--- config.mk ---
export PLATFORM = sky130hd
export DESIGN_NAME = system_supervisor_watchdog
export DESIGN_NICKNAME = d
export VERILOG_FILES = /design/src/logic/supervisor_pkg.sv /design/src/logic/tick_divider.sv /design/src/logic/pulse_timer.sv /design/src/logic/system_supervisor_watchdog.sv
export SDC_FILE = /design/constraint.sdc
export NUM_CORES = 1
export LEC_CHECK = 0
export ABC_AREA = 1
export ABC_CLOCK_PERIOD_IN_PS = 2500
export BUFFER_PORTS_ARGS = -buffer_cell sky130_fd_sc_hd__clkbuf_2
export CAP_MARGIN = 25
export CORE_UTILIZATION = 61
export CTS_CLUSTER_DIAMETER = 60
export DETAILED_ROUTE_END_ITERATION = 8
export PLACE_DENSITY_LB_ADDON = 0.15
export SLEW_MARGIN = 15
export SYNTH_ARGS = -nofsm -noshare
export SYNTH_HDL_FRONTEND = slang
export SYNTH_SLANG_ARGS = --single-unit
--- constraint.sdc ---
create_clock -name sys_clk -period 2.5 [get_ports sys_clk]
set_clock_uncertainty 0.2 [all_clocks]
set_input_delay 0.5 -clock sys_clk [delete_from_list [all_inputs] [get_ports sys_clk]]
set_output_delay 0.5 -clock sys_clk [all_outputs]
set_load 0.02 [all_outputs]
--- src/logic/supervisor_pkg.sv ---
// constants and types for the system supervisor
//Contract
//RULE_01: hold power-on reset 10 to 80 us
//RULE_02: expect both supplies within check window
//RULE_03: timer expiry gives ~8 us processor reset
//RULE_04: system reset lasts 0.4 to 1.5 ms
//RULE_05: supervision timer runs on slow oscillator
//RULE_06: timer counts selected timeout, then resets processor
//RULE_07: firmware restarts timer before timeout
//RULE_08: tally supervision resets, limit 4 or 8
//RULE_09: tally at limit gives global reset
//RULE_10: fast oscillator divided by 5 for logic
//RULE_11: sleep moves logic to slow oscillator
//RULE_12: wake detection on slow oscillator in sleep
//RULE_13: sleep switches off three processor supplies
//RULE_14: sleep keeps primary analog, logic supply
//RULE_15: charge pump ready within 2 ms
//RULE_16: power-up timer before processor supplies enable; code enables secondary analog at the start of power-up
//RULE_17: supplies valid: clock on, reset released
//RULE_18: window missed: clock stopped, reset held
package supervisor_pkg;
  localparam int CLK_MHZ = 100;
  localparam int FAST_MHZ = 20;
  localparam int FAST_DIV = CLK_MHZ / FAST_MHZ;
  localparam int LOGIC_DIV = 5;
  localparam int SLOW_KHZ = 125;
  localparam int SLOW_DIV = CLK_MHZ * 1000 / SLOW_KHZ;
  localparam int TW = 18;
  localparam int POR_HOLD_US = 10;
  localparam int PWRUP_US = 780;
  localparam int CHECK_US = 1660;
  localparam int SYSRST_US = 950;
  localparam int CP_SETTLE_US = 2000;
  localparam int MCU_RST_US = 8;
  localparam logic [TW-1:0] POR_HOLD_CYC = TW'(POR_HOLD_US * CLK_MHZ);
  localparam logic [TW-1:0] PWRUP_CYC = TW'(PWRUP_US * CLK_MHZ);
  localparam logic [TW-1:0] CHECK_CYC = TW'(CHECK_US * CLK_MHZ);
  localparam logic [TW-1:0] SYSRST_CYC = TW'(SYSRST_US * CLK_MHZ);
  localparam logic [TW-1:0] CP_CYC = TW'(CP_SETTLE_US * CLK_MHZ);
  localparam logic [TW-1:0] MCU_RST_TICKS = TW'((MCU_RST_US * SLOW_KHZ + 999) / 1000);
  localparam logic [TW-1:0] SUPV_BASE_TICKS = 18'h00100;
  localparam logic [3:0] TALLY_LO = 4'h4;
  localparam logic [3:0] TALLY_HI = 4'h8;
  localparam logic [3:0] ADDR_CTRL = 4'h0;
  localparam logic [3:0] ADDR_CFG = 4'h1;
  localparam logic [3:0] ADDR_STATE = 4'h2;
  localparam logic [3:0] ADDR_STAT = 4'h3;
  localparam int CTRL_SLEEP_BIT = 0;
  localparam int CTRL_KICK_BIT = 1;
  localparam int CFG_LIMIT_BIT = 2;
  localparam logic [7:0] CFG_RESET = 8'h00;
  typedef enum logic [6:0] {
    S_POR = 7'h01,
    S_PWRUP = 7'h02,
    S_CHECK = 7'h04,
    S_NORMAL = 7'h08,
    S_SLEEP = 7'h10,
    S_SYSRST = 7'h20,
    S_FAIL = 7'h40
  } seq_state_t;
  typedef struct packed {
    logic vsup_ok;
    logic core_ok;
    logic periph_ok;
    logic cp_ok;
    logic bus_wake;
  } pin_in_t;
  typedef struct packed {
    logic prim_analog;
    logic sec_analog;
    logic periph;
    logic basis_logic;
    logic core_buf;
  } supply_en_t;
endpackage : supervisor_pkg

--- src/logic/tick_divider.sv ---
// enable-pulse divider: one tick every DIV enabled cycles
`timescale 1ns/1ps
module tick_divider #(
  parameter int DIV = 5
) (
  input wire logic sys_clk,
  input wire logic resetn,
  input wire logic en,
  output logic tick
);
  localparam int CW = $clog2(DIV);
  logic [CW-1:0] cnt_q, cnt_d;
  logic tick_q, tick_d;
  always_comb begin
    cnt_d = cnt_q;
    tick_d = 1'b0;
    if (en) begin
      if (cnt_q == CW'(DIV - 1)) begin
        cnt_d = '0;
        tick_d = 1'b1;
      end else begin
        cnt_d = cnt_q + 1'b1;
      end
    end
  end
  always_ff @(posedge sys_clk or negedge resetn) begin
    if (!resetn) begin
      cnt_q <= '0;
      tick_q <= 1'b0;
    end else begin
      cnt_q <= cnt_d;
      tick_q <= tick_d;
    end
  end
  assign tick = tick_q;
endmodule : tick_divider

--- src/logic/pulse_timer.sv ---
// loadable down counter; expired while it stands at zero
`timescale 1ns/1ps
module pulse_timer #(
  parameter logic [17:0] INIT = 18'h00001
) (
  input wire logic sys_clk,
  input wire logic resetn,
  input wire logic load,
  input wire logic [17:0] load_val,
  input wire logic step,
  output logic expired
);
  logic [17:0] cnt_q, cnt_d;
  always_comb begin
    cnt_d = cnt_q;
    if (load) begin
      cnt_d = load_val;
    end else if (step && cnt_q != '0) begin
      cnt_d = cnt_q - 1'b1;
    end
  end
  always_ff @(posedge sys_clk or negedge resetn) begin
    if (!resetn) begin
      cnt_q <= INIT;
    end else begin
      cnt_q <= cnt_d;
    end
  end
  assign expired = (cnt_q == '0);
endmodule : pulse_timer

--- src/logic/system_supervisor_watchdog.sv ---
// power sequencer, supervision timer and sleep control
`timescale 1ns/1ps
module system_supervisor_watchdog #(
  parameter logic [17:0] PWRUP_LEN = supervisor_pkg::PWRUP_CYC,
  parameter logic [17:0] CHECK_LEN = supervisor_pkg::CHECK_CYC,
  parameter logic [17:0] SYSRST_LEN = supervisor_pkg::SYSRST_CYC,
  parameter logic [17:0] CP_LEN = supervisor_pkg::CP_CYC,
  parameter logic [17:0] SUPV_LEN = supervisor_pkg::SUPV_BASE_TICKS
) (
  input wire logic sys_clk,
  input wire logic resetn,
  input wire logic [3:0] addr,
  input wire logic [7:0] wdata,
  input wire logic wr_en,
  input wire logic rd_en,
  output logic [7:0] rdata,
  input wire supervisor_pkg::pin_in_t pins,
  output supervisor_pkg::supply_en_t supply_en,
  output logic por_active,
  output logic mcu_rst_n,
  output logic mcu_clk_en,
  output logic sys_rst,
  output logic drivers_en,
  output logic logic_tick,
  output logic logic_on_slow,
  output logic cp_ready
);
  import supervisor_pkg::*;

  pin_in_t meta_q, pin_q;
  seq_state_t state_q, state_d;
  logic fast_tick, logic_fast_tick, slow_tick;
  logic phase_load, phase_done;
  logic [17:0] phase_val;
  logic supv_load, supv_done, supv_fire;
  logic [17:0] supv_val;
  logic cp_load, cp_done;
  logic [3:0] tally_q, tally_d;
  logic tally_hit;
  logic mrst_q, mrst_d;
  logic [17:0] mrst_cnt_q, mrst_cnt_d;
  logic wake_q, wake_d;
  logic [7:0] cfg_q, cfg_d, rdata_q, rdata_d;
  logic sleep_req, kick;
  supply_en_t sup_q, sup_d;
  logic por_q, por_d, rstn_q, rstn_d, clken_q, clken_d;
  logic sysrst_q, sysrst_d, drv_q, drv_d, ltick_q, ltick_d;
  logic slow_q, slow_d, cp_q, cp_d;

  // pins leave their own domain here; nothing reads meta_q but pin_q
  always_ff @(posedge sys_clk or negedge resetn) begin
    if (!resetn) begin
      meta_q <= '0;
      pin_q <= '0;
    end else begin
      meta_q <= pins;
      pin_q <= meta_q;
    end
  end

  // RULE_10 fast oscillator, divided by 5
  tick_divider #(.DIV(FAST_DIV)) u_fast (
    .sys_clk(sys_clk), .resetn(resetn), .en(1'b1), .tick(fast_tick));
  tick_divider #(.DIV(LOGIC_DIV)) u_logic (
    .sys_clk(sys_clk), .resetn(resetn), .en(fast_tick), .tick(logic_fast_tick));
  // RULE_05 independent slow oscillator
  tick_divider #(.DIV(SLOW_DIV)) u_slow (
    .sys_clk(sys_clk), .resetn(resetn), .en(1'b1), .tick(slow_tick));

  pulse_timer #(.INIT(POR_HOLD_CYC)) u_phase (
    .sys_clk(sys_clk), .resetn(resetn), .load(phase_load),
    .load_val(phase_val), .step(1'b1), .expired(phase_done));
  // RULE_05 supervision count steps only on slow ticks
  pulse_timer #(.INIT(SUPV_LEN)) u_supv (
    .sys_clk(sys_clk), .resetn(resetn), .load(supv_load),
    .load_val(supv_val), .step(slow_tick), .expired(supv_done));
  pulse_timer #(.INIT(CP_CYC)) u_cp (
    .sys_clk(sys_clk), .resetn(resetn), .load(cp_load),
    .load_val(CP_LEN), .step(1'b1), .expired(cp_done));

  // register port: writes act at once, reads answer one cycle later
  always_comb begin
    cfg_d = cfg_q;
    rdata_d = 8'h00;
    sleep_req = wr_en && addr == ADDR_CTRL && wdata[CTRL_SLEEP_BIT];
    // RULE_07 firmware restart arrives here
    kick = wr_en && addr == ADDR_CTRL && wdata[CTRL_KICK_BIT];
    if (wr_en && addr == ADDR_CFG) begin
      cfg_d = {5'h00, wdata[2:0]};
    end
    if (rd_en) begin
      unique case (addr)
        ADDR_CFG: rdata_d = cfg_q;
        ADDR_STATE: rdata_d = {1'b0, state_q};
        ADDR_STAT: rdata_d = {cp_q, mrst_q, wake_q, 1'b0, tally_q};
        default: rdata_d = 8'h00;
      endcase
    end
  end
  always_ff @(posedge sys_clk or negedge resetn) begin
    if (!resetn) begin
      cfg_q <= CFG_RESET;
      rdata_q <= 8'h00;
    end else begin
      cfg_q <= cfg_d;
      rdata_q <= rdata_d;
    end
  end

  // RULE_06 selected timeout; restart only counts while running
  assign supv_val = SUPV_LEN << cfg_q[1:0];
  assign supv_fire = state_q == S_NORMAL && supv_done;
  assign supv_load = kick || supv_fire || state_q != S_NORMAL;
  // RULE_08 limit of 4 or 8
  assign tally_hit = tally_q >= (cfg_q[CFG_LIMIT_BIT] ? TALLY_HI : TALLY_LO);
  assign cp_load = state_q != S_CHECK && state_q != S_NORMAL;

  // sequencer
  always_comb begin
    state_d = state_q;
    phase_load = 1'b0;
    phase_val = POR_HOLD_CYC;
    tally_d = tally_q;
    if (!pin_q.vsup_ok) begin
      state_d = S_POR;
      phase_load = 1'b1;
    end else begin
      unique case (state_q)
        // RULE_01 hold reset after supply good
        S_POR: if (phase_done) begin
          state_d = S_PWRUP;
          phase_load = 1'b1;
          phase_val = PWRUP_LEN;
        end
        // RULE_16 oscillators settle before periph and core buffer supplies
        S_PWRUP: if (phase_done) begin
          state_d = S_CHECK;
          phase_load = 1'b1;
          phase_val = CHECK_LEN;
        end
        // RULE_02 both valid inside window
        S_CHECK: if (pin_q.core_ok && pin_q.periph_ok) begin
          state_d = S_NORMAL;
        end else if (phase_done) begin
          // RULE_18 missed window locks out
          state_d = S_FAIL;
        end
        S_NORMAL: begin
          if (supv_fire) begin
            // RULE_08 count supervision resets
            tally_d = tally_q + 1'b1;
          end
          if (tally_hit) begin
            // RULE_09 escalate to global reset
            state_d = S_SYSRST;
            phase_load = 1'b1;
            phase_val = SYSRST_LEN;
          end else if (sleep_req) begin
            state_d = S_SLEEP;
          end
        end
        S_SLEEP: if (wake_q) begin
          state_d = S_CHECK;
          phase_load = 1'b1;
          phase_val = CHECK_LEN;
        end
        // RULE_04 global reset length
        S_SYSRST: begin
          tally_d = 4'h0;
          if (phase_done) begin
            state_d = S_PWRUP;
            phase_load = 1'b1;
            phase_val = PWRUP_LEN;
          end
        end
        S_FAIL: state_d = S_FAIL;
        default: state_d = S_POR;
      endcase
    end
  end
  always_ff @(posedge sys_clk or negedge resetn) begin
    if (!resetn) begin
      state_q <= S_POR;
      tally_q <= 4'h0;
    end else begin
      state_q <= state_d;
      tally_q <= tally_d;
    end
  end

  // processor reset pulse and wake sampling, both on slow ticks
  always_comb begin
    mrst_d = mrst_q;
    mrst_cnt_d = mrst_cnt_q;
    wake_d = 1'b0;
    // RULE_03 pulse timed in slow ticks
    if (supv_fire) begin
      mrst_d = 1'b1;
      mrst_cnt_d = MCU_RST_TICKS;
    end else if (mrst_q && slow_tick) begin
      mrst_cnt_d = mrst_cnt_q - 1'b1;
      mrst_d = mrst_cnt_q != 18'h00001;
    end
    // RULE_12 wake seen only at slow ticks
    if (state_q == S_SLEEP) begin
      wake_d = slow_tick ? pin_q.bus_wake : wake_q;
    end
  end
  always_ff @(posedge sys_clk or negedge resetn) begin
    if (!resetn) begin
      mrst_q <= 1'b0;
      mrst_cnt_q <= '0;
      wake_q <= 1'b0;
    end else begin
      mrst_q <= mrst_d;
      mrst_cnt_q <= mrst_cnt_d;
      wake_q <= wake_d;
    end
  end

  // registered outputs, from the current state plus reset pulse, ticks and pump flag
  always_comb begin
    por_d = state_q == S_POR;
    sup_d.prim_analog = 1'b0;
    sup_d.basis_logic = 1'b0;
    sup_d.sec_analog = 1'b0;
    sup_d.periph = 1'b0;
    sup_d.core_buf = 1'b0;
    if (state_q != S_POR) begin
      // RULE_14 these two stay on in sleep
      sup_d.prim_analog = 1'b1;
      sup_d.basis_logic = 1'b1;
    end
    // RULE_13 sleep drops the processor supplies
    if (state_q inside {S_PWRUP, S_CHECK, S_NORMAL, S_FAIL}) begin
      sup_d.sec_analog = 1'b1;
    end
    // RULE_16 periph and core buffer only from the check on; sec_analog already from power-up
    if (state_q inside {S_CHECK, S_NORMAL, S_FAIL}) begin
      sup_d.periph = 1'b1;
      sup_d.core_buf = 1'b1;
    end
    // RULE_17 clock and reset release in normal
    clken_d = state_q == S_NORMAL;
    rstn_d = state_q == S_NORMAL && !mrst_q;
    sysrst_d = state_q == S_SYSRST;
    drv_d = state_q == S_NORMAL;
    // RULE_11 logic clock source follows sleep
    slow_d = state_q == S_SLEEP;
    ltick_d = slow_d ? slow_tick : logic_fast_tick;
    // RULE_15 ready on pump good or settle limit
    cp_d = !cp_load && (cp_q || pin_q.cp_ok || cp_done);
  end
  always_ff @(posedge sys_clk or negedge resetn) begin
    if (!resetn) begin
      sup_q <= '0;
      por_q <= 1'b1;
      clken_q <= 1'b0;
      rstn_q <= 1'b0;
      sysrst_q <= 1'b0;
      drv_q <= 1'b0;
      slow_q <= 1'b0;
      ltick_q <= 1'b0;
      cp_q <= 1'b0;
    end else begin
      sup_q <= sup_d;
      por_q <= por_d;
      clken_q <= clken_d;
      rstn_q <= rstn_d;
      sysrst_q <= sysrst_d;
      drv_q <= drv_d;
      slow_q <= slow_d;
      ltick_q <= ltick_d;
      cp_q <= cp_d;
    end
  end
  assign rdata = rdata_q;
  assign supply_en = sup_q;
  assign por_active = por_q;
  assign mcu_rst_n = rstn_q;
  assign mcu_clk_en = clken_q;
  assign sys_rst = sysrst_q;
  assign drivers_en = drv_q;
  assign logic_tick = ltick_q;
  assign logic_on_slow = slow_q;
  assign cp_ready = cp_q;

  // checking helpers: cycles in state, cycles supply good
  logic [17:0] age_q, ok_age_q;
  always_ff @(posedge sys_clk or negedge resetn) begin
    if (!resetn) begin
      age_q <= '0;
      ok_age_q <= '0;
    end else begin
      age_q <= (state_d != state_q) ? 18'h00000 : age_q + {17'h00000, age_q != '1};
      ok_age_q <= !pin_q.vsup_ok ? 18'h00000 : ok_age_q + {17'h00000, ok_age_q != '1};
    end
  end
endmodule : system_supervisor_watchdog

# Yosys cells after proc, flatten, opt, wreduce, memory -nomap -nowiden
# Cells that the tools add are included.
# word_totals
register_bits,135
out_inout_bits,21
input_bits,21
# classes
n_lt_le_gt_ge,1
mux,48
eq_ne,24
n_addsub,8
n_shift,1
n_reduce_logical,35
# op_table
op,count
2-to-1 mux 18 bit,11
case mux 18 bit (4 select lines),1
"subtractor 18 x 1 -> 18 bit, second input constant",4
2-to-1 mux 7 bit,8
logical NOT 18 bit,3
nonzero test 18 bit,3
case mux 7 bit (6 select lines),1
2-to-1 mux 17 bit,2
case mux 8 bit (3 select lines),1
"!= test 18 x 1 -> 1 bit, second input constant",1
"left shift 9 x 2 -> 18 bit, first input constant",1
2-to-1 mux 1 bit,16
logical AND 1 bit,11
"adder 10 x 1 -> 10 bit, second input constant",1
"equality test 10 bit, second input constant",1
2-to-1 mux 10 bit,1
nonzero test 2 bit,5
"equality test 4 x 2 -> 1 bit, second input constant",2
2-to-1 mux 4 bit,2
2-to-1 mux 8 bit,1
"!= test 4 bit, second input constant",2
case mux 4 bit (2 select lines),1
"equality test 7 x 1 -> 1 bit, second input constant",1
"equality test 7 x 2 -> 1 bit, second input constant",1
other kinds (28),36

# Longest topological paths before layout
# depth
word_depth,7
ltp_mapped,14
depth_no_buf,13

# Hierarchy
# Synthesis repeated with hierarchy kept, for this count alone.
# hier_totals
cells_unflattened,1164
hier_area_um2,8425.6
# by_module_without_submodules
mod,cells_each,area_each_um2,n_inst
system_supervisor_watchdog,370,3060.4,1
pulse_timer (u_cp ...),219,1436.4,2
pulse_timer (u_supv),219,1430.1,1
tick_divider (u_slow),93,679.4,1
tick_divider (u_fast ...),22,191.4,2

# Least setup slack after synthesis
# No wires, ideal clock.
# synth_path
kind,reg2reg
from,register u_phase.cnt_q[0]
to,register u_phase.cnt_q[0]
synth_period_minus_slack_ns,1.976
path_buffers,1
stages_incl_launch_ff,13
path_slack_ns,0.524
arrival_time_ns,1.659
cell_sequence,dfrtp_1 inv_1 ha_1 nand2_2 nor2_8 nand2_4 nor2_8 nand2_4 buf_4 nand4_2 inv_2 nand2_1 nand2_1
# synth_between
elab_chain_len,5
# synth_rtl
item,line_no,text
from (decl),pulse_timer.sv:13,"logic [17:0] cnt_q, cnt_d;"
from (signal assigned),pulse_timer.sv:26,cnt_q <= cnt_d;
"parallel branches: the longest is 5 deep, another holds subtractor 18 x 1 -> 18 bit",--,
# Parallel ways; which one is timed is not known. The select of a mux whose other input is x is not followed.
# A chain may end at the register's enable or synchronous reset.

# Worst setup path in the final report
# layout_path
from,register tally_q[2]
to,register u_phase.cnt_q[13]
# layout_between
elab_chain_len,5
# layout_rtl
item,line_no,text
from (decl),system_supervisor_watchdog.sv:38,"logic [3:0] tally_q, tally_d;"
from (signal assigned),system_supervisor_watchdog.sv:187,tally_q <= tally_d;
>= comparator 4 bit *,system_supervisor_watchdog.sv:115,assign tally_hit = tally_q >= (cfg_q[CFG_LIMIT_BIT] ? TALLY_HI : TALLY_LO);
2-to-1 mux 17 bit or 2-to-1 mux 1 bit (tied branches),system_supervisor_watchdog.sv:153,if (tally_hit) begin
case mux 18 bit (4 select lines) or case mux 1 bit (3 select lines) (tied branches),system_supervisor_watchdog.sv:128,unique case (state_q)
2-to-1 mux 18 bit or 2-to-1 mux 1 bit (tied branches),system_supervisor_watchdog.sv:124,if (!pin_q.vsup_ok) begin
2-to-1 mux 18 bit or nonzero test 2 bit (tied branches),--,
# Every way passes the cells marked *; elsewhere a longest branch is shown, timed or not.

==> impl_summary.txt <==
----------------------------------------------------
[Worst hold path]
  Min-delay worst type ... input pin to flip-flop

[Yosys]
  Library cell with the highest instance count after synthesis ... sky130_fd_sc_hd__nand2_1
  Largest cells by area after synthesis ... sky130_fd_sc_hd__dfrtp_1, sky130_fd_sc_hd__nand2_1, sky130_fd_sc_hd__nor2_1
  Number of distinct library cells after synthesis ... 42
  Number of enable flip-flop cells after synthesis ... 0
  Post-synthesis async set-or-reset flop share ... 1.00
  Fraction of post-synthesis cell area in the top cell type by area ... 0.417
  Count of synthesis-stage warnings from yosys ... 0
  Post-synthesis cell area ... 7200 sq um
  Primary FF master, synth ... sky130_fd_sc_hd__dfrtp_1
  Post-synthesis cell type with the largest combined area ... sky130_fd_sc_hd__dfrtp_1
  Most used standard cells in the synthesized netlist ... sky130_fd_sc_hd__nand2_1, sky130_fd_sc_hd__nor2_1, sky130_fd_sc_hd__dfrtp_1
  Avg Inst Size Synth ... 7.96 sq um
  Flop and latch count out of synthesis ... 135
  Gate count of the mapped netlist ... 904
  Sequential fraction of the synthesis area ... 0.472
  Syn nets ... 939

[Power]
  Static Leakage ... 0.00436 uW
  Post-layout total power ... 5450 uW
  Worst supply voltage drop on vdd ... 0.582 mV
  Power Density ... 659 nW/um^2

[Setup path]
  Worst r2r path cells ... 12
  Startpoint type of the worst setup path ... flip-flop
  Category of the most critical setup path ... flip-flop to flip-flop
  Max Fanout on Critical Path ... 11
  RR Startpoint ... tally_q[2]
  Critical path data required time ... 2.57 ns
  Worst setup EP type ... flip-flop
  Critical Path Sink ... u_phase.cnt_q[13]
  Worst setup slack for register-to-register paths ... 0.19 ns
  Critical path startpoint ... tally_q[2]
  CP Data Arrival Time ... 2.38 ns
  Endpoint of the worst-slack reg-to-reg timing path ... u_phase.cnt_q[13]

[Layout]
  Post-layout util ... 0.721
  Fraction of layout instances using a drive strength above 1 ... 0.141
  Final net count ... 1000
  Total non-filler cell area in the finished layout ... 8270 sq um
  P&R area growth vs syn ... 14.9%
  Diodes inserted ... 0
  Fill cells ... 885
  Final instance count without filler cells ... 1121

[Clocking]
  Latest clock arrival within the worst-skew pair ... 0.42 ns
  Clk pin slew, worst setup/hold paths ... 0.06 ns
  TritonCTS buffer count ... 17
  Buffer depth of the longest clock path ... 2
  Buffers inserted by post-CTS timing repair ... 0
  Clock Tree Root ... sky130_fd_sc_hd__clkbuf_16
  H-tree depth ... 4
  Clock Sinks ... 135
  CTS tree ... built

[Run status]
  Run status ... completed

[Route]
  Via count of the routed design ... 6228
  Starting DRT DRC Count ... 521
  Total DRC errors in the routed layout ... 0
  Final Routed Wirelength ... 16.4 mm
  Highest Signal Layer ... met4
  Detailed-routing wirelength on met1 ... 7.13 mm
  Total met2 wirelength after detailed routing ... 7.74 mm
  Number of nets with antenna violations after detailed routing ... 0
  Routed wire length on met3 ... 949 um
  Detailed-router iteration count before antenna repair ... 5
  Drt wl/cell ... 14.6 um
  Ratio of routed vias to standard cells ... 5.56

[Global routing]
  Total routing resource utilization after global routing ... 0.291
  Aggregate global routing overflow ... 0
  Vias in the first global route ... 6184
  Maximum number of pins on one net before global-route repair ... 50
  Wire length of the first global-routing pass ... 28.5 mm
  Antenna violations before repair ... 0

[Floorplan]
  Die height ... 111 um
  Core area ... 11500 sq um
  Std-Cell Rows ... 39
  Die area ... 12200 sq um
  Initial core utilization ... 0.627
  Die X-Extent ... 111 um
  Number of placed I/O pins ... 42

[Job]
  MaxCap Viol Count ... 0

[Timing]
  Period utilisation layout ... 0.925
  Total count of max-transition violations in the final report ... 0
  Max-Slew Margin vs Limit ... 0.617
  Unrepaired setup endpoints after global routing ... false
  Final Hold Fails ... 0
  Clock period minus worst slack ... 2.31 ns
  Peak Freq ... 432 MHz
  Setup Viol. Count Final ... 0
  Fin Setup TNS ... 0 ns
  Slew at the pin with the worst max-slew slack ... 0.574 ns

[Place]
  Count of placed standard cells including taps ... 1083
  Number of port buffers ... 36
  Dpl hpwl ... 11.2 mm
  Area post-placement ... 7610 sq um
  Routability Congestion ... 0.898

----------------------------------------------------
==> through the flow <==
step	hold slack [ns]	setup WS, ns
finish	0.115	0.188
global route	0.115	0.0540
CTS	0.108	0.129
detailed placement	0.138	0.142
global placement	0.134	0.207
floorplan	0.00441	0.524
==> worst min-delay path by stage <==
stage               slack [ns]       end  cells after the start      start
global placement          0.13  pin_q[4]                      0  meta_q[4]
CTS                       0.11  rdata[2]                      3      rd_en
global route              0.12  rdata[2]                      3      rd_en
finish                    0.12  rdata[2]                      3      rd_en
floorplan                0.004  cfg_q[0]                      0     resetn
detailed placement        0.14  pin_q[0]                      0  meta_q[0]
==> cells by family (layout without fill, tap and decap cells) <==
| group | Yosys count | count (layout) | synth area share |
|---|---|---|---|
| AND/OR/NAND/NOR | 521 | 521 | 0.329 |
| flip-flops | 135 | 135 | 0.472 |
| buffers and inverters | 128 | 202 | 0.0718 |
| AO/OA/AOI/OAI | 64 | 64 | 0.0515 |
| XOR/XNOR | 42 | 42 | 0.0511 |
| adder cells (fa/ha/maj) | 14 | 14 | 0.0243 |
==> cells in the final DEF (no fill, tap or decap), drive strengths merged, types with 5 or more instances in the layout <==
| cell type | count |
|---|---|
| clkinv | 9 |
| dlygate4sd3 | 6 |
| xor2 | 37 |
| dfrtp | 120 |
| inv | 111 |
| a21oi | 28 |
| nand3b | 13 |
| nand3 | 67 |
| xnor2 | 5 |
| nor3 | 19 |
| ha | 14 |
| clkbuf | 55 |
| nor2 | 158 |
| buf | 17 |
| or2 | 6 |
| o21ai | 18 |
| nand4 | 35 |
| nand2 | 216 |
| dfstp | 15 |
==> worst max-delay path, stage by stage, from the launching register on <==
cell and delay [ns]:
sky130_fd_sc_hd__dfrtp_1 0.40, sky130_fd_sc_hd__inv_1 0.08, sky130_fd_sc_hd__ha_1 0.30, sky130_fd_sc_hd__nand2_1 0.07, sky130_fd_sc_hd__nand2_1 0.05, sky130_fd_sc_hd__nand2_1 0.05
sky130_fd_sc_hd__nand2_1 0.07, sky130_fd_sc_hd__nand2_1 0.11, sky130_fd_sc_hd__nand2_1 0.06, sky130_fd_sc_hd__inv_1 0.08, sky130_fd_sc_hd__nand3_2 0.26, sky130_fd_sc_hd__nor2_4 0.34
sky130_fd_sc_hd__a21oi_1 0.09
==> sequential cells by signal, summed over array words and instances (netlist names), 3 cells and up <==
name	count
state_q	7
u_supv.cnt_q	18
tally_q	4
mrst_cnt_q	18
u_fast.cnt_q	3
u_phase.cnt_q	18
supply_en	3
meta_q	5
u_slow.cnt_q	10
cfg_q	3
u_cp.cnt_q	18
rdata	8
u_logic.cnt_q	3
pin_q	5
==> where the power goes <==
group | switching, uW | internal [uW]
logic | 423 | 195
clock network | 936 | 1540
registers | 62.3 | 2290
total | 1420 | 4030
==> final cells by class <==
cell class / instances / area (sq um) / area share
flip-flops and latches: 135 / 3400 / 0.411
multi-input cells: 641 / 3290 / 0.398
clock buffers: 20 / 467 / 0.0564
inverters: 112 / 420 / 0.0508
repair buffers: 58 / 392 / 0.0474
well taps: 143 / 179 / 0.0216
clock inverters: 12 / 126 / 0.0153
==> layer usage <==
layer / vias up / global-route usage
met5: - / 0
met4: 0 / 0.137
met3: 56 / 0.0768
met2: 217 / 0.467
met1: 2942 / 0.369
li1: 3013 / -
==> what timing repair did <==
item                                   CTS  global route
setup endpoints to repair                0             6
hold buffers                             6             0
endpoints found under the hold margin   38             0
resized for setup                        0             1
Note: power is estimated with default switching activity, not from simulation.
